[src/cprc_pkg.sv]
// Shared constants and types for the core power retention control block.
package cprc_pkg;
  // System-register encoding of the core power control register.
  localparam logic [1:0] CPRC_OP0 = 2'h3;
  localparam logic [2:0] CPRC_OP1 = 3'h0;
  localparam logic [3:0] CPRC_CRN = 4'hF;
  localparam logic [3:0] CPRC_CRM = 4'h2;
  localparam logic [2:0] CPRC_OP2 = 3'h7;
  // Field positions.
  localparam int CPRC_EVT_LSB = 7;
  localparam int CPRC_INT_LSB = 4;
  localparam int CPRC_PDN_BIT = 0;
  localparam int CPRC_TRAP_BIT = 7;
  // Reset values.
  localparam logic [2:0] CPRC_DELAY_RST = 3'h0;
  localparam logic CPRC_PDN_RST = 1'b0;
  // Tick counts for settings 1 to 7; setting 0 disables retention.
  localparam logic [9:0] CPRC_TICKS_1 = 10'h002;
  localparam logic [9:0] CPRC_TICKS_2 = 10'h008;
  localparam logic [9:0] CPRC_TICKS_3 = 10'h020;
  localparam logic [9:0] CPRC_TICKS_4 = 10'h040;
  localparam logic [9:0] CPRC_TICKS_5 = 10'h080;
  localparam logic [9:0] CPRC_TICKS_6 = 10'h100;
  localparam logic [9:0] CPRC_TICKS_7 = 10'h200;
  // Privilege levels.
  localparam logic [1:0] CPRC_EL0 = 2'h0;
  localparam logic [1:0] CPRC_EL1 = 2'h1;
  localparam logic [1:0] CPRC_EL2 = 2'h2;

  // System-register access request.
  typedef struct packed {
    logic valid;
    logic write;
    logic [1:0] op0;
    logic [2:0] op1;
    logic [3:0] crn;
    logic [3:0] crm;
    logic [2:0] op2;
    logic [1:0] level;
    logic [31:0] wdata;
  } cprc_req_t;

  // Access answer.
  typedef struct packed {
    logic ack;
    logic trap;
    logic [31:0] rdata;
  } cprc_rsp_t;

  typedef enum logic [1:0] {
    CPRC_RUN = 2'b00,
    CPRC_COUNT = 2'b01,
    CPRC_READY = 2'b10
  } cprc_state_t;
endpackage

[src/cprc_core_power_ctl.sv]
`timescale 1ns/100ps
// Core power control register with retention timers and activity handshake.
// Contract
// - The register is 32 bits; bits 31:10 and 3:1 read zero and ignore writes.
// - Bits 9:7 hold the retention delay used in the wait-for-event state.
// - Bits 6:4 hold the retention delay used in the wait-for-interrupt state.
// - Delay setting 000 disables retention and is the reset value of both fields.
// - Settings 001 to 111 select 2, 8, 32, 64, 128, 256 and 512 counter ticks.
// - Retention readiness is signalled only after the selected ticks have elapsed in wait.
// - Retention entry requests are refused until the selected delay has elapsed.
// - Bit 0 enables a power-down request reported on entry to wait-for-interrupt.
// - Bit 0 at 0 requests no power-down and resets to 0.
// - Bit 0 at 1 requests power-down when wait-for-interrupt is entered.
// - Reads use the encoding op0=11, op1=000, CRn=1111, CRm=0010, op2=111.
// - The register is read-write at levels 1 to 3 and inaccessible at level 0.
// - Writes from level 1 or 2 are allowed or trapped by bit 7 of both aux controls.
module cprc_core_power_ctl
  import cprc_pkg::*;
#(
  parameter int CW = 10
) (
  input wire logic core_clk,
  input wire logic srst,
  input wire cprc_pkg::cprc_req_t sysReq,
  output cprc_pkg::cprc_rsp_t sysRsp,
  input wire logic [31:0] hypAuxControl,
  input wire logic [31:0] monitorAuxControl,
  input wire logic waitForEventState,
  input wire logic waitForInterruptState,
  input wire logic counterTick,
  input wire logic retReq,
  output logic retAccept_q,
  output logic retDeny_q,
  output logic activeRetention_q,
  output logic activePowerdown_q,
  output logic [31:0] powerControl_q
);
  import cprc_pkg::*;

  logic [2:0] evtDelay_q;
  logic [2:0] intDelay_q;
  logic pdnEnable_q;
  logic evtReady;
  logic intReady;
  logic hit;
  logic privOk;
  logic wrTrap;
  logic retReady;

  // Decode the system-register encoding and access level.
  assign hit = sysReq.valid && sysReq.op0 == CPRC_OP0 && sysReq.op1 == CPRC_OP1 &&
               sysReq.crn == CPRC_CRN && sysReq.crm == CPRC_CRM &&
               sysReq.op2 == CPRC_OP2;
  assign privOk = sysReq.level != CPRC_EL0;
  // Level 3 is never trapped; writes from levels 1 and 2 need both aux bits set.
  assign wrTrap = sysReq.write && (sysReq.level == CPRC_EL1 || sysReq.level == CPRC_EL2) &&
                  !(hypAuxControl[CPRC_TRAP_BIT] && monitorAuxControl[CPRC_TRAP_BIT]);

  // Register fields; reserved bits are never stored.
  always_ff @(posedge core_clk) begin
    if (srst) begin
      evtDelay_q <= CPRC_DELAY_RST;
      intDelay_q <= CPRC_DELAY_RST;
      pdnEnable_q <= CPRC_PDN_RST;
    end else if (hit && privOk && sysReq.write && !wrTrap) begin
      evtDelay_q <= sysReq.wdata[CPRC_EVT_LSB +: 3];
      intDelay_q <= sysReq.wdata[CPRC_INT_LSB +: 3];
      pdnEnable_q <= sysReq.wdata[CPRC_PDN_BIT];
    end
  end

  // Register image and access answer, one cycle after the request.
  always_ff @(posedge core_clk) begin
    if (srst) begin
      sysRsp <= '0;
      powerControl_q <= '0;
    end else begin
      powerControl_q <= {22'h000000, evtDelay_q, intDelay_q, 3'h0, pdnEnable_q};
      sysRsp.ack <= hit;
      sysRsp.trap <= hit && (!privOk || wrTrap);
      sysRsp.rdata <= (hit && privOk && !sysReq.write) ?
                      {22'h000000, evtDelay_q, intDelay_q, 3'h0, pdnEnable_q} : 32'h00000000;
    end
  end

  // One timer per wait state, counting system-counter ticks.
  cprc_ret_timer #(.CW(CW)) uEvtTimer (
    .core_clk(core_clk),
    .srst(srst),
    .inWait(waitForEventState),
    .tick(counterTick),
    .delaySel(evtDelay_q),
    .readyRet(evtReady)
  );

  cprc_ret_timer #(.CW(CW)) uIntTimer (
    .core_clk(core_clk),
    .srst(srst),
    .inWait(waitForInterruptState),
    .tick(counterTick),
    .delaySel(intDelay_q),
    .readyRet(intReady)
  );

  assign retReady = evtReady || intReady;

  // Activity handshake toward the power controller.
  // Requests that arrive before readiness are refused, never queued for later.
  always_ff @(posedge core_clk) begin
    if (srst) begin
      activeRetention_q <= 1'b0;
      activePowerdown_q <= 1'b0;
      retAccept_q <= 1'b0;
      retDeny_q <= 1'b0;
    end else begin
      activeRetention_q <= retReady;
      activePowerdown_q <= waitForInterruptState && pdnEnable_q;
      retAccept_q <= retReq && retReady;
      retDeny_q <= retReq && !retReady;
    end
  end
endmodule

[src/cprc_ret_timer.sv]
`timescale 1ns/100ps
// Retention delay timer for one wait state.
module cprc_ret_timer
  import cprc_pkg::*;
#(
  parameter int CW = 10
) (
  input wire logic core_clk,
  input wire logic srst,
  input wire logic inWait,
  input wire logic tick,
  input wire logic [2:0] delaySel,
  output logic readyRet
);
  import cprc_pkg::*;

  cprc_state_t state_q;
  logic [CW-1:0] cnt_q;
  logic [CW-1:0] target;

  // Setting to tick count; zero means disabled.
  function automatic logic [CW-1:0] ticksOf(input logic [2:0] s);
    case (s)
      3'h1: ticksOf = CW'(CPRC_TICKS_1);
      3'h2: ticksOf = CW'(CPRC_TICKS_2);
      3'h3: ticksOf = CW'(CPRC_TICKS_3);
      3'h4: ticksOf = CW'(CPRC_TICKS_4);
      3'h5: ticksOf = CW'(CPRC_TICKS_5);
      3'h6: ticksOf = CW'(CPRC_TICKS_6);
      3'h7: ticksOf = CW'(CPRC_TICKS_7);
      default: ticksOf = '0;
    endcase
  endfunction

  assign target = ticksOf(delaySel);

  // Count ticks from wait entry; leaving the wait state drops everything.
  always_ff @(posedge core_clk) begin
    if (srst || !inWait) begin
      state_q <= CPRC_RUN;
      cnt_q <= '0;
    end else begin
      case (state_q)
        CPRC_RUN: begin
          cnt_q <= '0;
          if (delaySel != CPRC_DELAY_RST) begin
            state_q <= CPRC_COUNT;
          end
        end
        CPRC_COUNT: begin
          if (delaySel == CPRC_DELAY_RST) begin
            state_q <= CPRC_RUN;
          end else if (cnt_q >= target) begin
            state_q <= CPRC_READY;
          end else if (tick) begin
            cnt_q <= cnt_q + CW'(1);
          end
        end
        CPRC_READY: begin
          if (delaySel == CPRC_DELAY_RST) begin
            state_q <= CPRC_RUN;
          end
        end
        default: state_q <= CPRC_RUN;
      endcase
    end
  end

  assign readyRet = (state_q == CPRC_READY);
endmodule
[config.mk]
export PLATFORM = sky130hd
export DESIGN_NAME = cprc_core_power_ctl
export DESIGN_NICKNAME = d
export VERILOG_FILES = /design/src/cprc_pkg.sv /design/src/cprc_core_power_ctl.sv /design/src/cprc_ret_timer.sv
export SDC_FILE = /design/constraint.sdc
export NUM_CORES = 1
export LEC_CHECK = 0
export BUFFER_PORTS_ARGS = -buffer_cell sky130_fd_sc_hd__buf_2
export CAP_MARGIN = 20
export CORE_MARGIN = 1.5
export CORE_UTILIZATION = 44
export CTS_CLUSTER_DIAMETER = 150
export DETAILED_ROUTE_END_ITERATION = 6
export PLACE_DENSITY = 0.82
export SYNTH_ARGS = -nofsm -noshare
export SYNTH_HDL_FRONTEND = slang
export SYNTH_SLANG_ARGS = --single-unit
[constraint.sdc]
create_clock -name core_clk -period 3.4 [get_ports core_clk]
set_input_delay 0.68 -clock core_clk [delete_from_list [all_inputs] [get_ports core_clk]]
set_output_delay 0.68 -clock core_clk [all_outputs]
set_load 0.03 [all_outputs]
==> results_dict.tcl, run 1 <==
set metrics [dict create \
    rsz0062_at_grt "false" \
    r2r_cells 7 \
    routed_via_density 5.22 \
    syn_inst 369 \
    pin_count 192 \
    fin_worst_skew_ps 7.37 \
    muxShareOfSynthArea_pct 3.84 \
    cts_inserted_buffers 5 \
    min-delay-start "uEvtTimer.cnt_q[9]" \
    synth_seq_area_share_pct 32.7 \
    design.core.area_sq_um 6830 \
    synth_simple_gate_area_share_pct 28.8 \
    hold_viol_final 0 \
    slew_headroom_pct 40.9 \
    whs_ps 485 \
    synth-adder-area-share_pct 6.81 \
    period_needed_ps 2720 \
    design.die.area_sq_um 7620 \
    syn_area_per_cell_sq_um 8.47 \
    synth.distinct_cells 52 \
    final_common_cell "buf_2" \
    first_iter_violations 171 \
    grt_start_max_net_pins 23 \
    hpwlAfterDp_um 4660 \
    fill_cells 661 \
    cp.arrival_ps 2910 \
    power_density_nw_per_um2 337 \
    period_share_pct 80.0 \
    synth_compound_area_share_pct 12.2 \
    dp_slack_ps 737 \
    p_total_mw 1.14 \
    cp.required_ps 3590 \
    cap_violations 0 \
    r2r-start "intDelay_q[1]" \
    synth_top_family_by_area "simple AND/OR/NAND/NOR gates" \
    grt_util_all_layers_pct 15.7 \
    cp_max_fo 11 \
    internal-power_mw 0.839 \
    post-cts-setup-buffers 0 \
    place.gp.congestion 0.890 \
    drive_gt1_share_pct 17.8 \
    synth-edff-count 0 \
    grt_pass1_wl_um 9700 \
    clk_latency_ps 300 \
    crit_path_start "intDelay_q[1]" \
    status "finished clean" \
    clkSinkCount 51 \
    clockBufferDepth 2 \
    tns_ps 0 \
    drt_wl_total_um 6260 \
    setup_viol 0 \
    tritoncts "done" \
    design.final.nets 553 \
    pwr-share-clk_pct 37.4 \
    ctsHoldBuffers 0 \
    min_path_cells 2 \
    grt_pass1_vias 2276 \
    p_comb_share_pct 10.1 \
    cts_resized 0 \
    fmax_mhz 368 \
    synth-async-reset-ratio_pct 0 \
    portBuffers 54 \
    vias 2665 \
    crit_type "flop to flop" \
    drv_slew 0 \
    fin_util_pct 49.4 \
    dominantRegCellSynth "dfxtp_1" \
    p_leak_nw 1.47 \
    die_x_um 87.3 \
    syn_area_sq_um 3120 \
    die_h_um 87.3 \
    synth_xor_area_share_pct 0.280 \
    yosysWarnings 0 \
    diodes 0 \
    switching_share_pct 26.2 \
    start_util_pct 45.7 \
    dr.pass1.iters 5 \
    grt.overflow.total 0 \
    worstMarginPinSlew_ps 881 \
    clkSlewWorstSetupHoldPaths_ps 100 \
    drc 0 \
    p_switching_mw 0.299 \
    area_delta_synth_final_pct 8.05 \
    cts-root-buf "clkbuf_8" \
    pwr-share-seq_pct 52.5 \
    ys_seq_elements 51 \
    ctsHtreeMaxLevel 2 \
    cp-end-kind "flop" \
    vdd_drop_max_mv 0.168 \
    rows 30 \
    fin_ws_ps 682 \
    ant_nets 0 \
    antenna_found_initial 0 \
    hold_class "flop to flop" \
    avgRoutedWirePerCell_um 12.3 \
    start_kind "flop" \
    mostFrequentLayoutCells "54 x buf_2, 51 x dfxtp_1, 50 x conb_1" \
]
[stage by stage]
| stage | cell area (sq um) | std cells |
|---|---|---|
| floorplan | 3310 | 418 |
| global placement | 3260 | 503 |
| detailed placement | 3260 | 503 |
| CTS | 3380 | 511 |
| global route | 3380 | 511 |
| finish | 3380 | 511 |
[power groups by stage]
stage | Combinational (mW) | Sequential (mW) | Clock, mW
floorplan | 0.132 | 0.613 | 0
global placement | 0.112 | 0.611 | 0
detailed placement | 0.113 | 0.612 | 0
CTS | 0.113 | 0.598 | 0.433
global route | 0.122 | 0.598 | 0.457
finish | 0.115 | 0.598 | 0.426
[synth_stat cells, types with 2 or more instances]
library cell / number / share of area (%)
and2_1: 10 / 2.0
a211oi_1: 3 / 0.72
nand2b_1: 7 / 1.4
mux2i_1: 12 / 3.8
buf_2: 2 / 0.32
a21oi_1: 19 / 3.0
o21ai_1: 2 / 0.32
buf_4: 51 / 12
o21a_1: 3 / 0.72
o211ai_1: 4 / 0.96
or3b_2: 2 / 0.56
nand3b_1: 8 / 1.9
a21o_1: 2 / 0.48
ha_1: 17 / 6.8
nand4_1: 8 / 1.6
nor4_2: 5 / 2.0
nor4_1: 3 / 0.60
nor2_1: 22 / 2.6
nand2_1: 28 / 3.4
and3_1: 6 / 1.2
nor2b_1: 12 / 2.4
o22ai_1: 3 / 0.60
nand4b_1: 3 / 0.84
or3_1: 7 / 1.4
inv_1: 11 / 1.3
clkbuf_1: 12 / 1.4
nand3_1: 17 / 2.7
dfxtp_1: 51 / 33
nor3_1: 7 / 1.1
nor3b_1: 6 / 1.4
a31oi_1: 5 / 1.0
[critical path, stage by stage (launching register included)]
cell     delay (ps)
dfxtp_1         520
or3b_2          490
ha_1            300
a211o_1         300
a21oi_1         190
nand4_1         430
a21oi_1         280
o22ai_1         110
[registers in the layout, summed over array words and instances (netlist names)]
name	flops
uIntTimer.state_q	2
activeRetention_q	1
activePowerdown_q	1
powerControl_q	7
uEvtTimer.cnt_q	10
uIntTimer.cnt_q	10
retDeny_q	1
intDelay_q	3
uEvtTimer.state_q	2
evtDelay_q	3
retAccept_q	1
sysRsp	9
pdnEnable_q	1
[cells by family after synthesis]
kind of cell / count (synthesis)
AND/OR/NAND/NOR: 156
buffers and inverters: 76
AO/OA/AOI/OAI: 55
flip-flops: 51
adder cells (fa/ha/maj): 17
multiplexers: 12
other: 1
XOR/XNOR: 1
[metal layers]
layer  wire (um)  GRT usage (%)  vias up
met3         519           3.03       12
met4          95           6.49        0
li1            -              -     1304
met1        2780           20.0     1207
met5           0              0        -
met2        2870           25.9      142
[final timing paths]
check,endpoint,slack (ps)
worst min register to register,uEvtTimer.cnt_q[9],480
worst max register to register,uIntTimer.cnt_q[4],680
worst max-delay path,uIntTimer.cnt_q[4],680
worst min-delay path,uEvtTimer.cnt_q[9],480
[layout make-up]
type / instances / area (sq um) / share of cell area [%]
tap: 96 / 120 / 3.56
sequential: 51 / 1020 / 30.2
timing repair buffer: 54 / 270 / 8.01
clock inverter: 3 / 46.3 / 1.37
multi-input combinational: 291 / 1810 / 53.6
inverter: 11 / 41.3 / 1.22
clock buffer: 5 / 68.8 / 2.04
Note: power is estimated with default switching activity, not from simulation.
==> inputs of run 2 (changes only) <==
--- a/config.mk
+++ b/config.mk
@@ -8,10 +8,10 @@
 export BUFFER_PORTS_ARGS = -buffer_cell sky130_fd_sc_hd__buf_2
 export CAP_MARGIN = 20
 export CORE_MARGIN = 1.5
-export CORE_UTILIZATION = 44
+export CORE_UTILIZATION = 39
 export CTS_CLUSTER_DIAMETER = 150
 export DETAILED_ROUTE_END_ITERATION = 6
-export PLACE_DENSITY = 0.82
+export PLACE_DENSITY = 0.77
 export SYNTH_ARGS = -nofsm -noshare
 export SYNTH_HDL_FRONTEND = slang
 export SYNTH_SLANG_ARGS = --single-unit
==> constraint.sdc (replaced) <==
create_clock -name core_clk -period 2.5 [get_ports core_clk]
set_input_delay 0.5 -clock core_clk [delete_from_list [all_inputs] [get_ports core_clk]]
set_output_delay 0.5 -clock core_clk [all_outputs]
set_load 0.03 [all_outputs]
==> run 2 against run 1 <==
Effect of this change:
- via count increased by 2.1%
- die area increased by 12%
- largest power group unchanged
- global-route usage is 0.19 points lower
- register-to-register slack worse by 550 ps
- final area up 3.5%
- cell count increased by 3.3%
- highest routed layer unchanged
- critical endpoint is now uEvtTimer.cnt_q[9]
- combinational power grew 37%
==> results_dict.tcl, run 2 (synthesized netlist as in run 1, its figures left out) <==
set metrics [dict create \
    place.gp.congestion 0.907 \
    cp_max_fo 9 \
    ctsHtreeMaxLevel 2 \
    avgRoutedWirePerCell_um 12.8 \
    portBuffers 54 \
    rsz0062_at_grt "true" \
    slew_headroom_pct 30.2 \
    cp-end-kind "flop" \
    multiInputGateArea_sq_um 1830 \
    hpwlAfterDp_um 5020 \
    diodes 0 \
    reg2reg_slack_ps 130 \
    cts_inserted_buffers 5 \
    final_cell_area_sq_um 3490 \
    crit_cells 9 \
    fin_worst_skew_ps 12.7 \
    period_needed_ps 2370 \
    hold_class "input port to flop" \
    start_util_pct 40.4 \
    cap_violations 0 \
    clockBufferDepth 2 \
    fmax_mhz 422 \
    ant_nets 0 \
    fin_cells 528 \
    hold_viol_final 0 \
    dr.pass1.iters 4 \
    mostFrequentLayoutCells "54 x buf_2, 50 x conb_1, 48 x dfxtp_1" \
    design.core.area_sq_um 7730 \
    final_common_cell "buf_2" \
    cp.arrival_ps 2620 \
    r2r-start "evtDelay_q[0]" \
    rows 32 \
    vias 2721 \
    tritoncts "done" \
    pin_count 192 \
    clk_latency_ps 310 \
    tns_ps 0 \
    drt_wl_total_um 6750 \
    power_density_nw_per_um2 443 \
    drv_slew 0 \
    drc 0 \
    routed_via_density 5.15 \
    antenna_found_initial 0 \
    grt_pass1_vias 2409 \
    r2r_cells 9 \
    design.final.nets 564 \
    cts-root-buf "clkbuf_8" \
    grt_start_max_net_pins 23 \
    grt.overflow.total 0 \
    seq_area_sq_um 1020 \
    cp.required_ps 2750 \
    grt_util_all_layers_pct 15.5 \
    drive_gt1_share_pct 21.1 \
    slowest_delay_ps 400 \
    dp_cells 519 \
    die_h_um 92.5 \
    crit_path_start "evtDelay_q[0]" \
    design.die.area_sq_um 8560 \
    area_delta_synth_final_pct 11.8 \
    crit_buf_inv 1 \
    reg_top3 "uEvtTimer.cnt_q: 10 flops, uIntTimer.cnt_q: 10 flops, sysRsp: 9 flops" \
    r2r_end "uEvtTimer.cnt_q[9]" \
    status "finished clean" \
    place_area_sq_um 3340 \
    clkSinkCount 51 \
    fin_util_pct 45.2 \
    ctsHoldBuffers 0 \
    crit_chain "nor2_1 -> nand2_1 -> ha_1 -> a211oi_2 -> nor2b_1 -> o31a_1 -> buf_4 -> nor4_2 -> mux2i_1" \
    setup_viol 0 \
    vdd_drop_max_mv 0.248 \
    die_x_um 92.5 \
    crit_family "compound AO/OA/AOI/OAI gates" \
    start_kind "flop" \
    clkSlewWorstSetupHoldPaths_ps 100 \
    period_share_pct 94.9 \
    crit_end "uEvtTimer.cnt_q[9]" \
    first_iter_violations 148 \
    p_leak_nw 1.53 \
    crit_type "flop to flop" \
    p_total_mw 1.55 \
    worstMarginPinSlew_ps 1040 \
    grt_pass1_wl_um 10700 \
    critPathSlowestCell "o31a_1" \
    fill_cells 744 \
]
==> run 2: cell types whose count changed in the layout (fill, tap and decap cells not counted), moves of 2 or more <==
| cell | previous run | this run |
|---|---|---|
| nor4_4 | 0 | 2 |
| dfxtp_2 | 0 | 3 |
| dfxtp_1 | 51 | 48 |
| nor4_2 | 5 | 3 |
| buf_4 | 0 | 11 |
==> run 2: stage by stage <==
stage | worst slack, ps | hold WS, ps
6_report | 128 | 418
5_1_grt | -20.3 | 436
4_1_cts | 17.0 | 419
3_5_place_dp | 83.8 | 472
3_3_place_gp | 182 | 466
2_1_floorplan | 55.8 | 448
==> run 2: how the worst min path moves through the flow <==
stage,depth (start not counted),endpoint,startpoint,slack [ps]
after floorplan,2,uEvtTimer.cnt_q[9],uEvtTimer.cnt_q[9],450
after global placement,2,uEvtTimer.cnt_q[9],uEvtTimer.cnt_q[9],470
after detailed placement,2,uEvtTimer.cnt_q[9],uEvtTimer.cnt_q[9],470
after CTS,3,evtDelay_q[0],sysReq[7],420
after global routing,3,evtDelay_q[2],sysReq[9],440
final,3,evtDelay_q[0],sysReq[7],420
==> run 2: metal layers <==
layer	global-route usage (%)	vias to the layer above	part of all wire, %
met5	0	-	0
met4	6.03	0	1.7
met3	3.04	10	7.4
met2	26.8	117	49
met1	18.8	1278	42
li1	-	1316	-
==> run 2: final cells by class <==
class,instances,share of cell area [%]
Timing Repair Buffer,65,10.1
Sequential cell,51,29.3
Tap cell,102,3.65
Inverter,11,1.18
Clock inverter,3,1.33
Clock buffer,5,1.97
Multi-Input combinational cell,291,52.4
==> run 2: where the power goes <==
part / total [mW] / switching, mW / internal (mW) / leakage [nW]
combinational: 0.157 / 0.129 / 0.0273 / 1.06
clock: 0.578 / 0.277 / 0.301 / 0.0548
sequential: 0.813 / 0.000170 / 0.812 / 0.412
==> run 2: worst register-to-register path, stage by stage (launching register included) <==
cell and delay, ps:
dfxtp_2 380, nor2_1 90, nand2_1 70, ha_1 330, a211oi_2 250, nor2b_1 90, o31a_1 400, buf_4 210
nor4_2 300, mux2i_1 200
==> run 2: what timing repair did <==
item	in CTS	in global routing
resized for setup	0	7
buffers inserted	0	1
setup endpoints to repair	0	9
